**src/atsc_regs.svh**
```systemverilog
`ifndef ATSC_REGS_SVH
`define ATSC_REGS_SVH
// register byte addresses
`define ATSC_ADDR_CTRL     8'h00
`define ATSC_ADDR_TRIG     8'h04
`define ATSC_ADDR_ALEVEL   8'h08
`define ATSC_ADDR_PATTERN  8'h0C
`define ATSC_ADDR_MASK     8'h10
`define ATSC_ADDR_CLEVEL   8'h14
`define ATSC_ADDR_CHIGH    8'h18
`define ATSC_ADDR_PRECNT   8'h1C
`define ATSC_ADDR_DIV      8'h20
`define ATSC_ADDR_PACER    8'h24
`define ATSC_ADDR_STATUS   8'h28
`define ATSC_ADDR_CMD      8'h2C
`define ATSC_ADDR_SCANS    8'h30
// ctrl fields
`define ATSC_CTRL_ARM      0
`define ATSC_CTRL_MODE_LO  1
`define ATSC_CTRL_MODE_HI  2
`define ATSC_CTRL_CLK_LO   3
`define ATSC_CTRL_CLK_HI   4
`define ATSC_CTRL_MASTER   5
`define ATSC_CTRL_SLAVE    6
// trig fields
`define ATSC_TRG_SRC_LO    0
`define ATSC_TRG_SRC_HI    2
`define ATSC_TRG_POL       3
`define ATSC_TRG_EDGE      4
`define ATSC_TRG_CMP_LO    5
`define ATSC_TRG_CMP_HI    6
`define ATSC_TRG_STOP_LO   8
`define ATSC_TRG_STOP_HI   10
`define ATSC_TRG_CH_LO     16
`define ATSC_TRG_CH_HI     19
`define ATSC_TRG_PORT_LO   20
`define ATSC_TRG_PORT_HI   21
`define ATSC_TRG_CNT_LO    24
`define ATSC_TRG_CNT_HI    25
// cmd bits
`define ATSC_CMD_HALT      0
`define ATSC_CMD_STOPEV    1
`define ATSC_CMD_SWTRIG    2
// reset values
`define ATSC_RST_DIV       16'h0001
`define ATSC_RST_PACER     32'h000000C8
// latency bound in ns and its derived cycle count at 200 MHz
`define ATSC_LAT_NS        5000
`define ATSC_CLK_MHZ       200
`define ATSC_LAT_CYC       ((`ATSC_LAT_NS * `ATSC_CLK_MHZ) / 1000)
`endif

```
**src/atsc_pkg.sv**
```systemverilog
package atsc_pkg;
    typedef enum logic [1:0] {ATSC_IDLE, ATSC_PRE, ATSC_WAIT, ATSC_RUN} atsc_state_e;
    typedef struct packed {
        logic [31:0] adr;
        logic [31:0] dat;
        logic [3:0] sel;
        logic we;
        logic cyc;
        logic stb;
    } atsc_wb_req_s;
    typedef struct packed {
        logic [31:0] dat;
        logic ack;
    } atsc_wb_rsp_s;
    typedef struct packed {
        logic scan_clk;
        logic trig;
    } atsc_sync_s;
endpackage

```
**src/atsc_top.sv**
```systemverilog
`timescale 1ns/1ps
`default_nettype none
`include "atsc_regs.svh"
// How it works
// - analog channel compared to level, fires on chosen rising or falling crossing
// - analog trigger reaches acquire start within a few cycles, well under 5us
// - discrete trigger input fires on high, low, rising or falling
// - discrete trigger starts acquisition within a few cycles, under 5us
// - unmasked bits of chosen digital port matched against pattern start scanning
// - chosen counter fires when reaching, exceeding or within a level window
// - no-pretrigger stop-event mode runs from trigger until stop event
// - fixed pretrigger stop mode collects pretrigger count then runs to stop
// - no-pretrigger infinite mode runs from trigger until halt command
// - fixed pretrigger infinite mode collects count then runs to halt
// - any trigger source is selectable as the stop event
// - sync slave or master mode forces post-trigger only operation
// - scan pacing from internal pacer, external pacer or sync clock input
// - dividers on sync clock input and external pacer input
// - master drives trigger and scan timing to sync port, uses its local trigger inputs
// - master forwards active scan clock onto sync connector
// - slave takes scan period from sync port clock
// - slave routes its discrete trigger from sync port trigger
module atsc_top #(
    parameter int ACH = 16,
    parameter int AW = 16,
    parameter int DW = 16,
    parameter int NCNT = 4
) (
    // clock, reset, enable
    input wire logic clk_i,
    input wire logic rst_i,
    input wire logic ce_i,
    // wishbone slave
    input wire atsc_pkg::atsc_wb_req_s wb_i,
    output atsc_pkg::atsc_wb_rsp_s wb_o,
    // trigger and external pacer inputs
    input wire logic [ACH*AW-1:0] analog_i,
    input wire logic discrete_trigger_input_i,
    input wire logic [4*DW-1:0] dig_port_i,
    input wire logic [NCNT*16-1:0] counter_i,
    input wire logic ext_pacer_i,
    // sync ports
    input wire atsc_pkg::atsc_sync_s sync_i,
    output atsc_pkg::atsc_sync_s sync_o,
    output atsc_pkg::atsc_sync_s sync_oe_o,
    // acquisition control to sequencer
    output logic acquire_o,
    output logic scan_start_o,
    output logic pre_phase_o
);
    import atsc_pkg::*;

    // select fields and 32-bit registers cannot reach beyond these sizes
    generate
        if (ACH < 1 || ACH > 16 || AW < 1 || AW > 32 || DW < 1 || DW > 32
            || NCNT < 1 || NCNT > 4) begin : g_bad_param
            $error("atsc_top: unsupported parameter");
        end
    endgenerate

    typedef struct packed {
        logic ack;
        logic [31:0] rdat;
        logic [6:0] ctrl;
        logic [31:0] trig;
        logic [31:0] alevel;
        logic [31:0] pattern;
        logic [31:0] mask;
        logic [15:0] clevel;
        logic [15:0] chigh;
        logic [15:0] precnt;
        logic [15:0] div;
        logic [31:0] pacer;
        atsc_state_e state;
        logic [15:0] pre_left;
        logic [31:0] pacer_cnt;
        logic [15:0] ext_cnt;
        logic [15:0] sync_cnt;
        logic ext_d;
        logic sync_clk_d;
        logic dtrig_d;
        logic above_d;
        logic cond_d;
        logic scan;
        logic tick_hold;
        logic [31:0] scans;
        logic fired;
        logic stopped;
        logic halt_p;
        logic stop_p;
        logic sw_p;
    } atsc_state_s;

    atsc_state_s q, d;

    ////////////////////////////////////////////////////////////////////
    // combinational views
    logic [AW-1:0] ach_val;
    logic [DW-1:0] dport_val;
    logic [15:0] cnt_val;
    logic [AW-1:0] ach_arr [ACH];
    logic [DW-1:0] dport_arr [4];
    logic [15:0] cnt_arr [NCNT];

    // unpack buses into indexable arrays
    genvar gi;
    generate
        for (gi = 0; gi < ACH; gi++) begin : g_ach
            assign ach_arr[gi] = analog_i[gi*AW +: AW];
        end
        for (gi = 0; gi < 4; gi++) begin : g_dp
            assign dport_arr[gi] = dig_port_i[gi*DW +: DW];
        end
        for (gi = 0; gi < NCNT; gi++) begin : g_cn
            assign cnt_arr[gi] = counter_i[gi*16 +: 16];
        end
    endgenerate

    logic [3:0] ach_sel;
    logic [1:0] port_sel;
    logic [1:0] cnt_sel;
    assign ach_sel = q.trig[`ATSC_TRG_CH_HI:`ATSC_TRG_CH_LO];
    assign port_sel = q.trig[`ATSC_TRG_PORT_HI:`ATSC_TRG_PORT_LO];
    assign cnt_sel = q.trig[`ATSC_TRG_CNT_HI:`ATSC_TRG_CNT_LO];
    // out-of-range selects fall back to channel zero
    assign ach_val = (32'(ach_sel) < ACH) ? ach_arr[ach_sel] : ach_arr[0];
    assign dport_val = dport_arr[port_sel];
    assign cnt_val = (32'(cnt_sel) < NCNT) ? cnt_arr[cnt_sel] : cnt_arr[0];

    ////////////////////////////////////////////////////////////////////
    // trigger condition evaluation
    logic above;
    logic dtrig_src;
    logic discrete_hit;
    logic analog_hit;
    logic pattern_hit;
    logic counter_hit;
    logic [7:0] src_hit;
    logic sync_mode;

    assign sync_mode = q.ctrl[`ATSC_CTRL_MASTER] | q.ctrl[`ATSC_CTRL_SLAVE];

    always_comb begin
        above = ach_val >= q.alevel[AW-1:0];
        analog_hit = q.trig[`ATSC_TRG_POL] ? (above & ~q.above_d) : (~above & q.above_d);
        dtrig_src = q.ctrl[`ATSC_CTRL_SLAVE] ? sync_i.trig : discrete_trigger_input_i;
        if (q.trig[`ATSC_TRG_EDGE]) begin
            discrete_hit = q.trig[`ATSC_TRG_POL] ? (dtrig_src & ~q.dtrig_d)
                                                 : (~dtrig_src & q.dtrig_d);
        end else begin
            discrete_hit = q.trig[`ATSC_TRG_POL] ? dtrig_src : ~dtrig_src;
        end
        pattern_hit = ((dport_val ^ q.pattern[DW-1:0]) & ~q.mask[DW-1:0]) == '0;
        case (q.trig[`ATSC_TRG_CMP_HI:`ATSC_TRG_CMP_LO])
            2'h0: counter_hit = cnt_val == q.clevel;
            2'h1: counter_hit = cnt_val > q.clevel;
            2'h2: counter_hit = (cnt_val >= q.clevel) && (cnt_val <= q.chigh);
            default: counter_hit = cnt_val >= q.clevel;
        endcase
        src_hit = {3'h0, q.sw_p, counter_hit, pattern_hit, discrete_hit, analog_hit};
    end

    logic start_hit;
    logic stop_hit;
    // stop source picked from same set
    assign stop_hit = src_hit[q.trig[`ATSC_TRG_STOP_HI:`ATSC_TRG_STOP_LO]] | q.stop_p;
    assign start_hit = src_hit[q.trig[`ATSC_TRG_SRC_HI:`ATSC_TRG_SRC_LO]];

    ////////////////////////////////////////////////////////////////////
    // scan clock selection and dividers
    logic ext_rise;
    logic sync_rise;
    logic ext_tick;
    logic sync_tick;
    logic pacer_tick;
    logic scan_tick;
    assign ext_rise = ext_pacer_i & ~q.ext_d;
    assign sync_rise = sync_i.scan_clk & ~q.sync_clk_d;
    assign ext_tick = ext_rise && (q.ext_cnt + 16'h0001 >= q.div);
    assign sync_tick = sync_rise && (q.sync_cnt + 16'h0001 >= q.div);
    assign pacer_tick = q.pacer_cnt + 32'h00000001 >= q.pacer;

    always_comb begin
        if (q.ctrl[`ATSC_CTRL_SLAVE]) begin
            scan_tick = sync_tick;
        end else begin
            case (q.ctrl[`ATSC_CTRL_CLK_HI:`ATSC_CTRL_CLK_LO])
                2'h0: scan_tick = pacer_tick;
                2'h1: scan_tick = ext_tick;
                2'h2: scan_tick = sync_tick;
                default: scan_tick = pacer_tick;
            endcase
        end
    end

    ////////////////////////////////////////////////////////////////////
    // next state
    logic wr;
    logic rd;
    logic [31:0] wmask;
    logic [1:0] mode;
    logic pre_mode;
    logic stop_mode;
    assign wr = wb_i.cyc & wb_i.stb & wb_i.we & ~q.ack;
    assign rd = wb_i.cyc & wb_i.stb & ~wb_i.we & ~q.ack;
    assign wmask = {{8{wb_i.sel[3]}}, {8{wb_i.sel[2]}}, {8{wb_i.sel[1]}}, {8{wb_i.sel[0]}}};
    assign mode = q.ctrl[`ATSC_CTRL_MODE_HI:`ATSC_CTRL_MODE_LO];
    // sync operation drops the pre-trigger phase
    assign pre_mode = mode[1] & ~sync_mode;
    assign stop_mode = ~mode[0];

    function automatic logic [31:0] merge(input logic [31:0] old, input logic [31:0] nw,
                                          input logic [31:0] m);
        merge = (old & ~m) | (nw & m);
    endfunction

    always_comb begin
        d = q;
        d.ack = (wb_i.cyc & wb_i.stb) & ~q.ack;
        d.halt_p = 1'b0;
        d.stop_p = 1'b0;
        d.sw_p = 1'b0;
        d.ext_d = ext_pacer_i;
        d.sync_clk_d = sync_i.scan_clk;
        d.dtrig_d = dtrig_src;
        d.above_d = above;
        d.scan = 1'b0;
        // divider and pacer counters
        if (ext_rise) begin
            d.ext_cnt = ext_tick ? 16'h0000 : q.ext_cnt + 16'h0001;
        end
        if (sync_rise) begin
            d.sync_cnt = sync_tick ? 16'h0000 : q.sync_cnt + 16'h0001;
        end
        d.pacer_cnt = pacer_tick ? 32'h00000000 : q.pacer_cnt + 32'h00000001;
        d.tick_hold = scan_tick;
        // bus writes
        if (wr) begin
            case (wb_i.adr[7:0])
                `ATSC_ADDR_CTRL: d.ctrl = 7'(merge({25'h0, q.ctrl}, wb_i.dat, wmask));
                `ATSC_ADDR_TRIG: d.trig = merge(q.trig, wb_i.dat, wmask);
                `ATSC_ADDR_ALEVEL: d.alevel = merge(q.alevel, wb_i.dat, wmask);
                `ATSC_ADDR_PATTERN: d.pattern = merge(q.pattern, wb_i.dat, wmask);
                `ATSC_ADDR_MASK: d.mask = merge(q.mask, wb_i.dat, wmask);
                `ATSC_ADDR_CLEVEL: d.clevel = 16'(merge({16'h0, q.clevel}, wb_i.dat, wmask));
                `ATSC_ADDR_CHIGH: d.chigh = 16'(merge({16'h0, q.chigh}, wb_i.dat, wmask));
                `ATSC_ADDR_PRECNT: d.precnt = 16'(merge({16'h0, q.precnt}, wb_i.dat, wmask));
                `ATSC_ADDR_DIV: d.div = 16'(merge({16'h0, q.div}, wb_i.dat, wmask));
                `ATSC_ADDR_PACER: d.pacer = merge(q.pacer, wb_i.dat, wmask);
                `ATSC_ADDR_CMD: begin
                    d.halt_p = wb_i.sel[0] & wb_i.dat[`ATSC_CMD_HALT];
                    d.stop_p = wb_i.sel[0] & wb_i.dat[`ATSC_CMD_STOPEV];
                    d.sw_p = wb_i.sel[0] & wb_i.dat[`ATSC_CMD_SWTRIG];
                end
                default: ;
            endcase
        end
        // acquisition sequencing
        case (q.state)
            ATSC_IDLE: begin
                if (q.ctrl[`ATSC_CTRL_ARM] && !q.fired) begin
                    d.scans = 32'h00000000;
                    d.stopped = 1'b0;
                    d.pre_left = q.precnt;
                    d.state = pre_mode ? ATSC_PRE : ATSC_WAIT;
                end
            end
            ATSC_PRE: begin
                if (scan_tick) begin
                    d.scan = 1'b1;
                    d.scans = q.scans + 32'h00000001;
                    d.pre_left = q.pre_left - 16'h0001;
                    if (q.pre_left <= 16'h0001) begin
                        d.state = ATSC_WAIT;
                    end
                end
                if (q.pre_left == 16'h0000) begin
                    d.state = ATSC_WAIT;
                end
            end
            ATSC_WAIT: begin
                if (pre_mode && scan_tick) begin
                    d.scan = 1'b1;
                    d.scans = q.scans + 32'h00000001;
                end
                if (start_hit) begin
                    d.fired = 1'b1;
                    d.state = ATSC_RUN;
                end
            end
            ATSC_RUN: begin
                if (scan_tick) begin
                    d.scan = 1'b1;
                    d.scans = q.scans + 32'h00000001;
                end
                if ((stop_mode && stop_hit) || q.halt_p) begin
                    d.stopped = 1'b1;
                    d.state = ATSC_IDLE;
                end
            end
            default: d.state = ATSC_IDLE;
        endcase
        if (q.halt_p && q.state != ATSC_RUN) begin
            d.state = ATSC_IDLE;
        end
        // disarm rearms for the next acquisition
        if (!q.ctrl[`ATSC_CTRL_ARM]) begin
            d.fired = 1'b0;
            d.state = ATSC_IDLE;
        end
        // bus reads
        d.rdat = 32'h00000000;
        if (rd) begin
            case (wb_i.adr[7:0])
                `ATSC_ADDR_CTRL: d.rdat = {25'h0, q.ctrl};
                `ATSC_ADDR_TRIG: d.rdat = q.trig;
                `ATSC_ADDR_ALEVEL: d.rdat = q.alevel;
                `ATSC_ADDR_PATTERN: d.rdat = q.pattern;
                `ATSC_ADDR_MASK: d.rdat = q.mask;
                `ATSC_ADDR_CLEVEL: d.rdat = {16'h0, q.clevel};
                `ATSC_ADDR_CHIGH: d.rdat = {16'h0, q.chigh};
                `ATSC_ADDR_PRECNT: d.rdat = {16'h0, q.precnt};
                `ATSC_ADDR_DIV: d.rdat = {16'h0, q.div};
                `ATSC_ADDR_PACER: d.rdat = q.pacer;
                `ATSC_ADDR_STATUS: d.rdat = {26'h0, q.stopped, q.fired, 2'(q.state),
                                             src_hit[1:0]};
                `ATSC_ADDR_SCANS: d.rdat = q.scans;
                default: d.rdat = 32'h00000000;
            endcase
        end
    end

    ////////////////////////////////////////////////////////////////////
    // state register; ce_i low freezes everything
    always_ff @(posedge clk_i) begin
        if (rst_i) begin
            q <= '0;
            q.state <= ATSC_IDLE;
            q.div <= `ATSC_RST_DIV;
            q.pacer <= `ATSC_RST_PACER;
        end else if (ce_i) begin
            q <= d;
        end
    end

    ////////////////////////////////////////////////////////////////////
    // outputs
    assign wb_o.ack = q.ack;
    assign wb_o.dat = q.rdat;
    assign acquire_o = (q.state == ATSC_RUN);
    assign scan_start_o = q.scan;
    assign pre_phase_o = (q.state == ATSC_PRE) || (q.state == ATSC_WAIT && pre_mode);
    assign sync_o.scan_clk = q.ctrl[`ATSC_CTRL_MASTER] & q.tick_hold;
    assign sync_o.trig = q.ctrl[`ATSC_CTRL_MASTER] & q.fired;
    assign sync_oe_o.scan_clk = q.ctrl[`ATSC_CTRL_MASTER];
    assign sync_oe_o.trig = q.ctrl[`ATSC_CTRL_MASTER];
endmodule // atsc_top
`default_nettype wire

```
**config.mk**
```make
export PLATFORM = sky130hd
export DESIGN_NAME = atsc_top
export DESIGN_NICKNAME = d
export VERILOG_FILES = /design/src/atsc_pkg.sv /design/src/atsc_top.sv
export VERILOG_INCLUDE_DIRS = /design/src
export SDC_FILE = /design/constraint.sdc
export NUM_CORES = 1
export LEC_CHECK = 0
export BUFFER_PORTS_ARGS = -buffer_cell sky130_fd_sc_hd__buf_2
export CORE_UTILIZATION = 55
export CTS_BUF_LIST = sky130_fd_sc_hd__clkbuf_8
export CTS_CLUSTER_DIAMETER = 80
export DETAILED_ROUTE_END_ITERATION = 8
export GPL_ROUTABILITY_DRIVEN = 0
export PLACE_DENSITY_LB_ADDON = 0.25
export REMOVE_ABC_BUFFERS = 1
export SYNTH_ARGS = -nofsm -noshare
export SYNTH_HDL_FRONTEND = slang
export SYNTH_SLANG_ARGS = --single-unit
```
**constraint.sdc**
```tcl
create_clock -name clk_i -period 8.8 [get_ports clk_i]
set_input_delay 1.76 -clock clk_i [delete_from_list [all_inputs] [get_ports clk_i]]
set_output_delay 1.76 -clock clk_i [all_outputs]
set_load 0.005 [all_outputs]
```
==> impl_results.md, run 1 <==
- Setup tns final: 0 ns
- Area leader, netlist: dfxtp_1
- Mapped cell area: approximately 24,000 um^2
- Drt via density: around 6.3
- Final Hold Viols: 0
- H-tree lvl count: 2
- Layout cell share with drive strength beyond 1: 0.226
- RSZ-0062 raised after global routing: false
- Final setup violation count: 0
- Hold_ws: between 0.4 and 0.5 ns
- Area contributors post-synth: dfxtp_1, mux4_2, mux2i_1
- FF-to-FF Start: q[78]$_SDFFE_PP0P_
- Most used DFF post-synth: dfxtp_1
- CTS resizes: 0
- # IOs: roughly 500
- Clock skew: 0.0366 ns
- Syn avg cell area: 8.65 um^2
- CP Launch Type: flop
- FF-to-FF End: q[34]$_SDFFE_PP0P_
- GRT overflow: 0
- Largest net degree at the start of global routing: between 100 and 150
- Num Clock Sinks: 389
- Rel. slew slack: 0.178
- Synthesis Warnings: 0
- WS Path Type: flop to flop
- Min-delay worst type: flop to flop
- Seq/Total Area, Yosys: 0.324
- Min Clock Period, post-route: 6.33 ns
- Clock Latency Late Sink: 0.66 ns
- CTS tree: built
- Fin crit share: 0.720
- Commonest non-fill, non-tap cell in the layout: buf_2
- Hold depth: 2
- Leak: 10.7 nW
- Die X: between 200 and 250 um
- Fmax: 158 MHz
- Final #Nets: 3,747
- Reg2reg path depth: 16
- Arr. time, crit path: 6.90 ns
- Die area: 44,600 um^2
- Clock buffer depth: 3
- Reg2reg setup slack: 2.47 ns
- Async set or reset register ratio after synthesis: 0
- GR Util All Layers: 0.379
- Core outline area: 43,100 um^2
- Clk slew on worst S/H paths: 0.06 ns
- TritonCTS buffer count: 61
- WP data required: around 9.4 ns
- Crit. Startpoint: q[78]$_SDFFE_PP0P_
- Top cell type's share of synthesized area: 0.324
- Number of port buffers: around 480
- Remaining antenna violation count: 0
- Synthesized netlist cell count: 2,784
- Drt pass-1 iters: 6
- Die Y: between 200 and 250 um
- Detailed-route via count: ~24,000
- Post-CTS Repair Setup Buffers: 0
- Max-cap check violation count: 0
- Drt wl/cell: between 20 and 25 um
- Starting density of the core: 0.559
- Yosys reg bits: around 390
- Pins Over Slew Limit: 0
- EDFF count, synth: 0
- Count of cell types in the netlist: 81
- DRT iter0 DRCs: 2,818
- WL final: between 80,000 and 90,000 um
- Crit path capture type: flop
- CTS root buf: clkbuf_8
- Critical path peak fanout: 26
- Peak VDD IR: 122 uV
- Most frequent cells in the layout: buf_2, dfxtp_1, nor2_1, a21oi_1, nand2_1
- Initial antenna violation count: 16
- Status: completed
- Pin slew with the least headroom to its limit: 1.23 ns
- Row count: 76
- Vias in the first global route: 22,700
- DRC: 0
- First-pass GRT wire length: ~130,000 um
- Area growth syn-to-layout: 16.0%
- Post-detail-place hpwl: 65,700 um
- Power density over the cells: 133 nW/um^2
- Final Util: 0.648
- CTS Hold Bufs: 0
[routing by layer]
metal,share of wire,global-route usage,vias up
met5,0.0027,0.0345,-
met4,0.049,0.175,8
met3,0.12,0.105,297
met2,0.43,0.585,1545
met1,0.39,0.489,11300
li1,-,-,10800
[cell families (layout without fill, tap and decap cells)]
family                     after synthesis  in the layout  synth area share
AOI/OAI and AO/OA                      596            596             0.157
xor gates and xnor gates                96             96            0.0349
adders and majority gates              126            126            0.0654
buffers and inverters                  330            751            0.0578
DFF                                    389            389             0.324
muxes                                  299            299             0.174
other                                    0             14                 0
and+or+nand+nor                        948            948             0.188
[through the flow]
step	instances	total power [W]	instance area (um^2)	setup WS, ns
floorplan	2591	0.00189	23200	2.42
global placement	3682	0.00207	26600	2.88
detailed placement	3682	0.00208	26600	2.71
CTS	3790	0.00370	27900	2.65
global route	3798	0.00381	27900	2.02
finish	3804	0.00371	27900	2.47
[how the worst max path moves through the flow]
stage / to / cells past startpoint / slack (ns)
after floorplan: wb_o[4]$_SDFFE_PP0P_ / 4 / 2.42
after global placement: q[16]$_SDFFE_PP0P_ / 18 / 2.88
after global routing: q[34]$_SDFFE_PP0P_ / 17 / 2.02
final: q[34]$_SDFFE_PP0P_ / 16 / 2.47
after detailed placement: q[16]$_SDFFE_PP0P_ / 16 / 2.71
after CTS: q[34]$_SDFFE_PP0P_ / 18 / 2.65
[power breakdown]
group	total [W]	switching (W)	internal [W]	leakage [nW]
clock	0.00165	0.000745	0.000908	0.744
sequential	0.00177	0.00000221	0.00176	3.13
combinational	0.000289	0.000158	0.000131	6.79
[area by class of cell]
type / instances / area [um^2]
Antenna cell: 14 / 35.0
Clock buffer: 71 / 977
Clock inverter: 37 / 324
Fill cell: 3581 / 15200
Inverter: 137 / 514
Multi-Input combinational cell: 2065 / 14900
Sequential cell: 389 / 7790
Tap cell: 585 / 732
Timing Repair Buffer: 506 / 2620
[cells in the mapped netlist (all sizes together) (4+ instances only)]
cell	number
nor2	340
a211oi	22
o21bai	5
o211ai	19
o22ai	9
nor2b	52
xnor2	34
nand2	231
a21oi	238
nand3	88
clkbuf	126
nand3b	31
nand2b	28
or3	19
nor4	12
o21a	4
a22oi	113
nand4	44
or4	11
mux2i	202
a21o	11
and4	9
buf	67
dfxtp	389
a221oi	15
nor3	30
and3	31
o22a	4
o21ai	83
and2	7
xor2	62
a31oi	5
or2	5
ha	125
o31ai	13
inv	137
a22o	12
mux4	96
nor3b	6
[worst max-delay path, cell delays in order (launching register included)]
cell and delay, ns:
dfxtp_1 0.43, and3_1 0.24, nand4_1 0.19, nor3_1 0.58
and2_0 0.37, and3_1 0.29, nand3_1 0.11, xnor2_1 0.17
ha_1 0.32, nand4_1 0.14, nor2_1 0.20, and4_1 0.30
a211oi_1 0.19, o21ai_1 0.83, nand4_1 1.01, or4_1 0.75
a21oi_1 0.15
(Power assumes the default switching activity.)
==> run 2, diff against run 1 <==
==> constraint.sdc (replaced) <==
create_clock -name clk_i -period 6.1 [get_ports clk_i]
set_input_delay 1.22 -clock clk_i [delete_from_list [all_inputs] [get_ports clk_i]]
set_output_delay 1.22 -clock clk_i [all_outputs]
set_load 0.005 [all_outputs]
==> run 2 against run 1 <==
Wire length up 0.55%. Largest cell class unchanged. Sequential cell count unchanged. Register-to-register slack worse by 1.7 ns. Sequential share of layout area down 0.14 points. Hold slack better by 0.0094 ns. Critical endpoint is now q[33]$_SDFFE_PP0P_. Die area unchanged. First-iteration DRC count up 0.11%.
==> impl_results.md, run 2 (synthesized netlist as in run 1, its figures left out) <==
- Status: completed
- Stages on the worst setup path: 19
- Critical Path, Cell by Cell: ha_1 > nand3_1 > buf_4 > nor3_1 > and3_1 > nand2_1 > nor2_1 > xor2_1 > ha_1 > nand4_1 > nor2_1 > and4_1 > a211oi_1 > o21ai_1 > nand2_1 > buf_4 > o21ai_2 > buf_4 > o21ba_2
- WS Path Type: flop to flop
- CTS root buf: clkbuf_8
- Number of port buffers: 477
- Reg2reg path depth: 19
- Min-delay worst type: flop to flop
- DRT iter0 DRCs: 2,821
- Clock buffer depth: 3
- CP Launch Type: flop
- GRT overflow: 0
- WL final: 87,100 um
- Clock skew: between 0.04 and 0.05 ns
- Clk slew on worst S/H paths: roughly 0.06 ns
- Final setup violation count: 0
- CTS tree: built
- Rel. slew slack: 0.152
- Pin slew with the least headroom to its limit: 1.27 ns
- GR Util All Layers: 0.384
- Critical Path Sink: q[33]$_SDFFE_PP0P_
- Initial antenna violation count: 19
- Drt pass-1 iters: 6
- Power density over the cells: 194 nW/um^2
- Cell with the largest stage delay on the worst path: o21ai_1
- Die Y: 211 um
- Crit path capture type: flop
- First-pass GRT wire length: 131,000 um
- H-tree lvl count: 3
- Leak: 10.7 nW
- RSZ-0062 raised after global routing: false
- Peak VDD IR: 161 uV
- Detailed-route via count: 24,100
- Worst stage delay on the critical path: 0.72 ns
- Crit. Startpoint: q[76]$_SDFFE_PP0P_
- Overall Power: approximately 0.0055 W
- Min Clock Period, post-route: 5.35 ns
- Row count: 76
- # IOs: around 500
- Final Hold Viols: 0
- Fmax: 187 MHz
- Remaining antenna violation count: 0
- DRC: 0
- Pins Over Slew Limit: 0
- TritonCTS buffer count: 66
- Drt via density: 6.32
- CTS resizes: 0
- Largest net degree at the start of global routing: between 150 and 200
- Vias in the first global route: 23,100
- Critical path peak fanout: 32
- Final Util: 0.651
- CP top delay family: simple AND/OR/NAND/NOR gates
- Area growth syn-to-layout: 16.6%
- WP data required: 6.59 ns
- Die area: 44,600 um^2
- Most frequent cells in the layout: buf_2, dfxtp_1, nor2_1, a21oi_1, nand2_1
- Reg2reg setup slack: around 0.75 ns
- Post-detail-place hpwl: 66,200 um
- CTS Hold Bufs: 0
- Drt wl/cell: 22.9 um
- Max-cap check violation count: 0
- Final #Nets: 3,762
- Fin crit share: 0.876
- FF-to-FF End: q[33]$_SDFFE_PP0P_
- Starting density of the core: 0.559
- Setup tns final: 0 ns
- Clock Latency Late Sink: about 0.63 ns
- Post-CTS Repair Setup Buffers: 0
- Core outline area: 43,100 um^2
- Die X: 211 um
- Cell mode on critical path: buf_4
- Arr. time, crit path: around 5.8 ns
- Number of buffers and inverters on the critical path: 3
- # fillers: 3,613
- Num Clock Sinks: around 390
- Layout cell share with drive strength beyond 1: 0.231
- Commonest non-fill, non-tap cell in the layout: buf_2
- FF-to-FF Start: q[76]$_SDFFE_PP0P_
[run 2: cell types whose count changed in the layout (fill, tap and decap cells not counted), sizes merged]
cell,delta
diode,-3
clkbuf,+12
buf,+10
inv,-10
clkinvlp,+2
bufinv,-2
clkinv,-5
[run 2: metal layers]
layer  global-route usage  routed length [um]  vias up
li1                     -                   -    10800
met1                0.489               33800    11400
met2                0.589               38000     1516
met3                0.113               10800      313
met4                0.190                4340       18
met5               0.0100                 202        -
[run 2: cell type report]
type / instances / area (um^2) / area share
flip-flops and latches: 389 / 7790 / 0.278
repair buffers: 516 / 2720 / 0.0969
diodes: 11 / 27.5 / 0.000981
inverters: 137 / 514 / 0.0183
clock buffers: 83 / 1140 / 0.0407
clock inverters: 22 / 210 / 0.00749
well taps: 585 / 732 / 0.0261
multi-input cells: 2065 / 14900 / 0.532
[run 2: worst register-to-register path, cell delays in order (launching register included)]
cell and delay (ns):
dfxtp_1 0.44, ha_1 0.30, nand3_1 0.11, buf_4 0.18
nor3_1 0.36, and3_1 0.38, nand2_1 0.11, nor2_1 0.17
xor2_1 0.11, ha_1 0.30, nand4_1 0.12, nor2_1 0.18
and4_1 0.27, a211oi_1 0.15, o21ai_1 0.72, nand2_1 0.40
buf_4 0.29, o21ai_2 0.11, buf_4 0.34, o21ba_2 0.21
[run 2: where the power goes]
| group | internal [W] | switching [W] | leakage, nW | total (W) |
|---|---|---|---|---|
| clock network | 0.00139 | 0.00110 | 0.726 | 0.00248 |
| logic | 0.000190 | 0.000233 | 6.85 | 0.000423 |
| registers | 0.00254 | 0.00000334 | 3.13 | 0.00255 |
[run 2: metrics by stage]
step	cell area, um^2	hold slack (ns)	std cells	setup slack, ns
final	28100	0.470	3808	0.755
after global routing	28000	0.486	3801	0.325
after CTS	28000	0.473	3797	0.764
after detailed placement	26700	0.464	3692	0.805
after global placement	26700	0.450	3692	0.913
after floorplan	23200	0.430	2591	0.0638
[run 2: how the worst min path moves through the flow]
| stage | startpoint | cells after the start | endpoint | slack (ns) |
|---|---|---|---|---|
| 3_3_place_gp | flop | 2 | flop | 0.45 |
| 4_1_cts | wb_o[3]$_SDFFE_PP0P_ | 2 | wb_o[3]$_SDFFE_PP0P_ | 0.47 |
| 6_report | wb_o[3]$_SDFFE_PP0P_ | 2 | wb_o[3]$_SDFFE_PP0P_ | 0.47 |
| 3_5_place_dp | wb_o[3]$_SDFFE_PP0P_ | 2 | wb_o[3]$_SDFFE_PP0P_ | 0.46 |
| 5_1_grt | wb_o[2]$_SDFFE_PP0P_ | 2 | wb_o[2]$_SDFFE_PP0P_ | 0.49 |
| 2_1_floorplan | flop | 2 | flop | 0.43 |
